**src/rtl/mdu_pkg.sv**
```systemverilog
// Constants and types of the multiply / divide unit
// Assumes a single 40 MHz clock and a plain register port
// Behaviour
// - Unsigned 16x16 multiply, 32/16 and 16/16 divide
// - Start only on register 5 ending order
// - Gaps between operand writes are harmless
// - Order 0,1,2,3,4,5 selects long divide
// - Order 0,1,4,5 selects short divide
// - Order 0,4,1,5 selects multiply
// - Long 17, short 9, multiply 11 cycles
// - Long divide: quotient 0-3, remainder 4-5
// - Short divide: quotient 0-1, remainder 4-5
// - Product low byte first in 0-3
// - Gaps between result reads are harmless
package mdu_pkg;

	// ****************************************
	// Register map
	// ****************************************
	localparam int        MDU_AW            = 4;
	localparam logic [3:0] MDU_ADDR_BYTE0   = 4'h0;
	localparam logic [3:0] MDU_ADDR_BYTE5   = 4'h5;
	localparam logic [3:0] MDU_ADDR_STATUS  = 4'h6;
	localparam logic [3:0] MDU_ADDR_IRQ_ST  = 4'h7;
	localparam logic [3:0] MDU_ADDR_IRQ_MSK = 4'h8;
	localparam int        MDU_SEQ_ERR_BIT   = 7;
	localparam int        MDU_OVF_BIT       = 6;
	localparam int        MDU_IRQ_DONE_BIT  = 0;
	localparam int        MDU_IRQ_ERR_BIT   = 1;
	localparam logic [7:0] MDU_STATUS_RST   = 8'h00;

	// ****************************************
	// Timing
	// ****************************************
	localparam int         MDU_CLK_MHZ     = 40;
	localparam logic [4:0] MDU_CYC_LONG    = 5'h11;
	localparam logic [4:0] MDU_CYC_SHORT   = 5'h09;
	localparam logic [4:0] MDU_CYC_MUL     = 5'h0B;
	localparam logic [15:0] MDU_PROD_LIMIT = 16'hFFFF;

	// ****************************************
	// Types
	// ****************************************
	typedef enum logic [3:0] {
		MDU_SQ_IDLE = 4'b0000,
		MDU_SQ_W0   = 4'b0001,
		MDU_SQ_W01  = 4'b0010,
		MDU_SQ_W012 = 4'b0011,
		MDU_SQ_W0123 = 4'b0100,
		MDU_SQ_W01234 = 4'b0101,
		MDU_SQ_W014 = 4'b0110,
		MDU_SQ_W04  = 4'b0111,
		MDU_SQ_W041 = 4'b1000
	} mdu_seq_e;

	typedef enum logic [1:0] {
		MDU_OP_LDIV = 2'b00,
		MDU_OP_SDIV = 2'b01,
		MDU_OP_MUL  = 2'b10
	} mdu_op_e;

endpackage

```
**src/rtl/mdu_unit.sv**
```systemverilog
// Multiply / divide unit with sequence-selected operation
// Assumes the register master obeys the one-cycle strobe protocol
`timescale 1ns/1ps
module mdu_unit (
	input  wire logic                      clk,
	input  wire logic                      reset_n,
	input  wire logic [mdu_pkg::MDU_AW-1:0] addr,
	input  wire logic [7:0]                wdata,
	input  wire logic                      wr,
	input  wire logic                      rd,
	output logic      [7:0]                rdata,
	output logic                           busy,
	output logic                           irq
);
	import mdu_pkg::*;

	// ****************************************
	// State
	// ****************************************
	logic [7:0]  data_r [0:5];
	mdu_seq_e    seq_r;
	mdu_seq_e    seq_nxt;
	mdu_op_e     op_r;
	logic [4:0]  cnt_r;
	logic        seq_err_r;
	logic        ovf_r;
	logic [1:0]  irq_st_r;
	logic [1:0]  irq_msk_r;
	logic        start;
	logic        done;
	logic        bad_order;
	logic        data_acc;
	logic [31:0] res_lo;
	logic [15:0] res_hi;
	logic        res_ovf;

	assign data_acc = (wr || rd) && (addr <= MDU_ADDR_BYTE5);

	// ****************************************
	// Write order tracking
	// ****************************************
	always_comb begin
		seq_nxt   = seq_r;
		start     = 1'b0;
		bad_order = 1'b0;
		if (wr && !busy && addr <= MDU_ADDR_BYTE5) begin
			unique case (seq_r)
				MDU_SQ_W0:     seq_nxt = (addr == 4'h1) ? MDU_SQ_W01 : (addr == 4'h4) ? MDU_SQ_W04 : MDU_SQ_IDLE;
				MDU_SQ_W01:    seq_nxt = (addr == 4'h2) ? MDU_SQ_W012 : (addr == 4'h4) ? MDU_SQ_W014 : MDU_SQ_IDLE;
				MDU_SQ_W012:   seq_nxt = (addr == 4'h3) ? MDU_SQ_W0123 : MDU_SQ_IDLE;
				MDU_SQ_W0123:  seq_nxt = (addr == 4'h4) ? MDU_SQ_W01234 : MDU_SQ_IDLE;
				MDU_SQ_W04:    seq_nxt = (addr == 4'h1) ? MDU_SQ_W041 : MDU_SQ_IDLE;
				MDU_SQ_W01234, MDU_SQ_W014, MDU_SQ_W041: begin
					seq_nxt = MDU_SQ_IDLE;
					start   = (addr == MDU_ADDR_BYTE5);
				end
				default:       seq_nxt = MDU_SQ_IDLE;
			endcase
			if (addr == MDU_ADDR_BYTE0)
				seq_nxt = MDU_SQ_W0;
			bad_order = !start && (seq_nxt == MDU_SQ_IDLE);
		end
	end

	always_ff @(posedge clk or negedge reset_n) begin
		if (!reset_n)
			seq_r <= MDU_SQ_IDLE;
		else
			seq_r <= seq_nxt;
	end

	always_ff @(posedge clk or negedge reset_n) begin
		if (!reset_n)
			op_r <= MDU_OP_LDIV;
		else if (start) begin
			unique case (seq_r)
				MDU_SQ_W01234: op_r <= MDU_OP_LDIV;
				MDU_SQ_W014:   op_r <= MDU_OP_SDIV;
				default:       op_r <= MDU_OP_MUL;
			endcase
		end
	end

	// ****************************************
	// Calculation timer
	// ****************************************
	always_ff @(posedge clk or negedge reset_n) begin
		if (!reset_n)
			cnt_r <= 5'h00;
		else if (start) begin
			unique case (seq_r)
				MDU_SQ_W01234: cnt_r <= MDU_CYC_LONG - 5'h01;
				MDU_SQ_W014:   cnt_r <= MDU_CYC_SHORT - 5'h01;
				default:       cnt_r <= MDU_CYC_MUL - 5'h01;
			endcase
		end else if (cnt_r != 5'h00)
			cnt_r <= cnt_r - 5'h01;
	end

	assign busy = (cnt_r != 5'h00);
	assign done = (cnt_r == 5'h01);

	// ****************************************
	// Arithmetic
	// ****************************************
	always_comb begin
		logic [31:0] dvd;
		logic [15:0] dvs;
		logic [31:0] prod;
		dvd     = {data_r[3], data_r[2], data_r[1], data_r[0]};
		dvs     = {data_r[5], data_r[4]};
		prod    = {data_r[1], data_r[0]} * {data_r[5], data_r[4]};
		res_lo  = 32'h0000_0000;
		res_hi  = 16'h0000;
		res_ovf = 1'b0;
		unique case (op_r)
			MDU_OP_MUL: begin
				res_lo  = prod;
				res_hi  = dvs;
				res_ovf = prod > {16'h0000, MDU_PROD_LIMIT};
			end
			MDU_OP_SDIV: begin
				if (dvs == 16'h0000)
					res_ovf = 1'b1;
				else begin
					res_lo = {data_r[3], data_r[2], dvd[15:0] / dvs};
					res_hi = dvd[15:0] % dvs;
				end
			end
			default: begin
				if (dvs == 16'h0000)
					res_ovf = 1'b1;
				else begin
					res_lo = dvd / {16'h0000, dvs};
					res_hi = 16'((dvd % {16'h0000, dvs}));
				end
			end
		endcase
	end

	// ****************************************
	// Data registers
	// ****************************************
	always_ff @(posedge clk or negedge reset_n) begin
		if (!reset_n) begin
			for (int i = 0; i < 6; i++)
				data_r[i] <= 8'h00;
		end else if (done) begin
			data_r[0] <= res_lo[7:0];
			data_r[1] <= res_lo[15:8];
			data_r[2] <= res_lo[23:16];
			data_r[3] <= res_lo[31:24];
			data_r[4] <= res_hi[7:0];
			data_r[5] <= res_hi[15:8];
		end else if (wr && !busy && addr <= MDU_ADDR_BYTE5)
			data_r[addr[2:0]] <= wdata;
	end

	// ****************************************
	// Status
	// ****************************************
	always_ff @(posedge clk or negedge reset_n) begin
		if (!reset_n)
			seq_err_r <= 1'b0;
		else if (bad_order || (data_acc && busy))
			seq_err_r <= 1'b1;
		else if (rd && addr == MDU_ADDR_STATUS)
			seq_err_r <= 1'b0;
	end

	always_ff @(posedge clk or negedge reset_n) begin
		if (!reset_n)
			ovf_r <= 1'b0;
		else if (done)
			ovf_r <= res_ovf;
	end

	// ****************************************
	// Interrupts
	// ****************************************
	always_ff @(posedge clk or negedge reset_n) begin
		if (!reset_n)
			irq_st_r <= 2'b00;
		else begin
			irq_st_r[MDU_IRQ_DONE_BIT] <= done || (irq_st_r[MDU_IRQ_DONE_BIT]
				&& !(wr && addr == MDU_ADDR_IRQ_ST && wdata[MDU_IRQ_DONE_BIT]));
			irq_st_r[MDU_IRQ_ERR_BIT] <= bad_order || (data_acc && busy) || (irq_st_r[MDU_IRQ_ERR_BIT]
				&& !(wr && addr == MDU_ADDR_IRQ_ST && wdata[MDU_IRQ_ERR_BIT]));
		end
	end

	always_ff @(posedge clk or negedge reset_n) begin
		if (!reset_n)
			irq_msk_r <= 2'b00;
		else if (wr && addr == MDU_ADDR_IRQ_MSK)
			irq_msk_r <= wdata[1:0];
	end

	assign irq = |(irq_st_r & irq_msk_r);

	// ****************************************
	// Read port
	// ****************************************
	always_ff @(posedge clk or negedge reset_n) begin
		if (!reset_n)
			rdata <= 8'h00;
		else if (rd) begin
			if (addr <= MDU_ADDR_BYTE5)
				rdata <= busy ? 8'h00 : data_r[addr[2:0]];
			else if (addr == MDU_ADDR_STATUS)
				rdata <= {seq_err_r, ovf_r, 6'h00};
			else if (addr == MDU_ADDR_IRQ_ST)
				rdata <= {6'h00, irq_st_r};
			else if (addr == MDU_ADDR_IRQ_MSK)
				rdata <= {6'h00, irq_msk_r};
			else
				rdata <= 8'h00;
		end else
			rdata <= 8'h00;
	end
endmodule // mdu_unit

```
**config.mk**
```make
export PLATFORM = sky130hd
export DESIGN_NAME = mdu_unit
export DESIGN_NICKNAME = d
export VERILOG_FILES = /design/src/rtl/mdu_pkg.sv /design/src/rtl/mdu_unit.sv
export SDC_FILE = /design/constraint.sdc
export NUM_CORES = 2
export LEC_CHECK = 0
export ABC_AREA = 1
export BUFFER_PORTS_ARGS = -buffer_cell sky130_fd_sc_hd__buf_2
export CAP_MARGIN = 25
export CORE_AREA = 2 2 371 373
export DETAILED_ROUTE_END_ITERATION = 8
export DIE_AREA = 0 0 373 375
export GPL_TIMING_DRIVEN = 0
export REMOVE_ABC_BUFFERS = 1
export SETUP_SLACK_MARGIN = 0.02
export SKIP_CTS_REPAIR_TIMING = 1
export SLEW_MARGIN = 10
export SYNTH_ARGS = -nofsm -noshare
export SYNTH_HDL_FRONTEND = slang
export SYNTH_SLANG_ARGS = --single-unit
```
**constraint.sdc**
```tcl
create_clock -name clk -period 107.4 [get_ports clk]
set_input_delay 16.11 -clock clk [delete_from_list [all_inputs] [get_ports clk]]
set_output_delay 16.11 -clock clk [all_outputs]
set_load 0.005 [all_outputs]
```
# After elaboration in Yosys (flattened, before gate mapping)
# Index checks and enable logic that the tools add are counted.
# op_classes
reduce_logical	32
n_addsub	1
div_mod_pow	4
n_bitwise	2
shifts	0
n_mul	1
eq_ne	21
mux	42
n_lt_le_gt_ge	4
# op_table
op	n
$mux W48	2
$mux W32	2
$pmux W32 S2	1
$mux W8	7
$bwmux W48	1
$div A32 B16 Y32	1
$eq A4 B3 Y1 const B	8
$gt A32 B16 Y1 const B	1
$mod A32 B16 Y32	1
$mul A16 B16 Y32	1
$mux W16	2
$pmux W16 S2	1
$bmux W8 S3	1
$demux W8 S3	1
$pmux W4 S5	1
$mux W3	6
$div A16 B16 Y16	1
$eq A4 B2 Y1 const B	4
$logic_not A16 Y1	1
$mod A16 B16 Y16	1
$logic_and A1 B1 Y1	13
$mux W4	3
$mux W5	2
$pmux W5 S2	1
other kinds (24)	44
# word_totals
mem_count	0
wordCells	121
latch_bits	0
mem_bits_ro	0
mem_bits_rw	0
regBits	73

# Longest topological paths before layout
# depth
ltp_word	11
depth_mapped	684
depth_no_buf	642

# Worst setup path after synthesis
# No wires, ideal clock.
# synth_timing
path_kind	reg-to-reg
from	register data_r[8] (netlist name)
to	register data_r[12] (netlist name)
stages_incl_launch_ff	664
synth_period_minus_slack_ns	83.230
arrival_ns	83.108
path_slack_ns	24.170
required_time_ns	107.278
n_path_buf	43
setup_ns	0.122
cell_sequence	dfrtp_1 inv_1 ha_1 inv_1 nor2_1 nand2_1 nor2_1 nand2_1 nor2_1 nand2_1 nand2_2 nand2_2 and2_1 ha_1 o21ai_0 nand2_1 nand2_1 nand2_1 [628 not listed] nand2_1 inv_1 o41ai_1 nand2_1 inv_1 o21ai_0 nand2_1 a31oi_1 nand2_1 inv_1 nand2_2 nor2_8 nand2_4 buf_6 nand2_1 nand3_1 nand2_1 a21oi_2
# synth_via
elab_chain_cells	4
elab_cells_between_ends	7
# synth_lines
element	line	text
start, declared	mdu_unit.sv:20	logic [7:0] data_r [0:5];
start signal, assigned by index	mdu_unit.sv:156	data_r[addr[2:0]] <= wdata;
$mod A32 B16 Y32 (tied with other cells)	mdu_unit.sv:135	res_hi = 16'((dvd % {16'h0000, dvs}));
$mux W16, on equally long branches	mdu_unit.sv:131, mdu_unit.sv:123	
$pmux W16 S2 (*)	mdu_unit.sv:116	unique case (op_r)
$mux W48 (*)	mdu_unit.sv:148	end else if (done) begin
# Every way passes the cells marked *; elsewhere a longest branch is shown, timed or not.
# A chain may end at the register's enable or synchronous reset.

# Worst setup path in the final report
# layout_timing
from	register data_r[8] (netlist name)
to	register data_r[4] (netlist name)
# Same word-level chain as after synthesis.

==> flow_metrics.tcl <==
set metrics [dict create \
    status "finished clean" \
    hold_violations 0 \
    slowest_stage "dfrtp_1" \
    crit_type "reg -> reg" \
    yosysTopAreaCellShare 0.184 \
    dp_hpwl_um 97700 \
    syn_area_per_cell_um2 6.54 \
    area_growth_pct 5.07 \
    synth.distinct_cells 85 \
    grt_max_degree 50 \
    antenna_found_initial 0 \
    grt_pass1_wl_um 202000 \
    critical-path-max-stage-delay_ps 920 \
    fin_crit_ps 95890 \
    layout_commonest_cell "nand2_1" \
    drv_cap 0 \
    drt_wl_total_um 123000 \
    hold_path.class "reg -> reg" \
    layout_common_cells "nand2_1, inv_1, ha_1, o21ai_0, a21oi_1" \
    synth-seq-cells 73 \
    setup_viol 0 \
    crit_required_ps 107630 \
    tightestPinTransition_ps 1100 \
    syn-cell-area_um2 43300 \
    avgViaCountPerCell 4.98 \
    crit_fanout 47 \
    async_flop_share 1.00 \
    cp_common_cell "nand2_1" \
    cts_tree "yes" \
    synth.largest_area_cell "ha_1" \
    relSlewSlack 0.268 \
    worstPathArrival_ps 96120 \
    start_util 0.318 \
    vias 41276 \
    clock-sinks 73 \
    fin_crit_sh 0.893 \
    clk_pin_slew_ps 70 \
    gr-total-overflow 0 \
    globalRouteTotalUtil 0.173 \
    clock_latency_ps 360 \
    ios 26 \
    fin_nets 7334 \
    insertedDiodeCount 0 \
    first_iter_violations 2587 \
    std_cell_rows 136 \
    slew_viol_final 0 \
    postSynthCellCount 6624 \
    setup_tns_ps 0 \
    numPortBuffers 25 \
    clockBufferDepth 2 \
    start_kind "flop" \
    synthFlopType "dfrtp_1" \
    ant_nets 0 \
    r2r_setup_slack_ps 11510 \
    die_w_um 373 \
    grt_setup_unrepaired "no" \
    drive_above_1_share 0.0935 \
    clockRootBuffer "clkbuf_16" \
    end_kind "flop" \
    die-area_um2 140000 \
    ys_top_cells_by_area "ha_1, nand2_1, inv_1" \
    grt_pass1_vias 39138 \
    htree_levels 3 \
    finalClockSkew_ps 12.6 \
    ys_warn_count 0 \
    drt_pass1_iterations 5 \
    synth-seq-area-share 0.0422 \
    fmaxAchievable_mhz 10.4 \
    drc 0 \
    die_y_um 375 \
    gp_congestion 0.906 \
    wl_per_cell_um 14.8 \
    numCtsBuffers 9 \
    design.core.area_um2 136000 \
    synth_edf_count 0 \
]
==> synth_stat cells (9+ instances only) <==
cell and count:
nor2_4 26, nand2_4 45, o31ai_1 27, a22oi_1 19, a221oi_1 11, xor2_1 271, buf_6 29, xnor2_1 146
nor3_1 49, nor2_1 293, nor4_1 11, nor2_8 14, nand2_2 103, nand3_1 281, o221ai_1 21, o21ai_0 453
nand3b_1 14, nand3_2 72, a21oi_1 392, clkbuf_1 151, a31oi_1 14, o211ai_1 15, fa_1 196, clkbuf_8 14
a21o_1 61, nand3_4 23, inv_2 52, nand2_1 1536, inv_1 1097, o21bai_2 10, nor2_2 32, a21oi_2 42
o21bai_1 64, o21ai_2 9, nand4_1 72, dfrtp_1 73, o21ai_1 45, o22ai_1 39, or2_2 43, ha_1 638
==> metrics by stage <==
stage	hold slack (ps)	cell area, µm²	util	instances	setup WS [ps]
6_report	490	45500	0.334	8283	11510
5_1_grt	517	45500	0.334	8283	60.6
4_1_cts	491	45300	0.332	8273	10990
3_5_place_dp	476	45000	0.330	8257	11290
3_3_place_gp	472	44400	0.326	8232	11280
2_1_floorplan	450	42100	-	6413	28070
==> cell families after synthesis <==
group,Yosys count,share of synthesized area
compound gates,1255,0.169
mux,1,0.000231
simple gates,2658,0.297
fa+ha+maj,834,0.275
xor+xnor,417,0.0843
buf+inv,1386,0.132
flops,73,0.0422
==> path summary, 6_finish.rpt <==
path                               from           end  depth (start not counted)
setup / recovery              data_r[8]     data_r[4]                        600
hold / removal             irq_msk_r[0]  irq_msk_r[0]                          2
setup reg to reg              data_r[8]     data_r[4]                        600
hold reg to reg            irq_msk_r[0]  irq_msk_r[0]                          2
max in group asynchronous       reset_n    data_r[24]                          2
min in group asynchronous       reset_n      seq_r[1]                          1
==> critical path, delay by kind of cell (launching register included) <==
family          cells  cell delay [ps]
flops               1              920
buf+inv           117            14480
fa+ha+maj          32            10560
compound gates    200            38080
simple gates      251            31220
==> per-layer routing <==
layer,track usage,up-vias,share of wire
met5,0,-,0
met4,0.0349,0,0.022
met3,0.0128,135,0.050
met2,0.294,870,0.45
met1,0.238,19139,0.48
li1,-,21132,-
==> state kept, by name (all words and copies together), names as in the netlist <==
register   cells
data_r        48
rdata          8
cnt_r          5
seq_r          4
irq_msk_r      2
irq_st_r       2
op_r           2
ovf_r          1
seq_err_r      1
==> final cells by class <==
class | instances | area (µm²)
clock buffer | 9 | 225
fill | 14612 | 90800
timing repair buffer | 60 | 866
sequential | 73 | 1830
multi-input combinational | 5165 | 35800
clock inverter | 7 | 63.8
inverter | 1175 | 4500
tap | 1794 | 2240
Power is not shown: default switching activity piles up to over one toggle a cycle in this logic, so the estimate is an artifact.
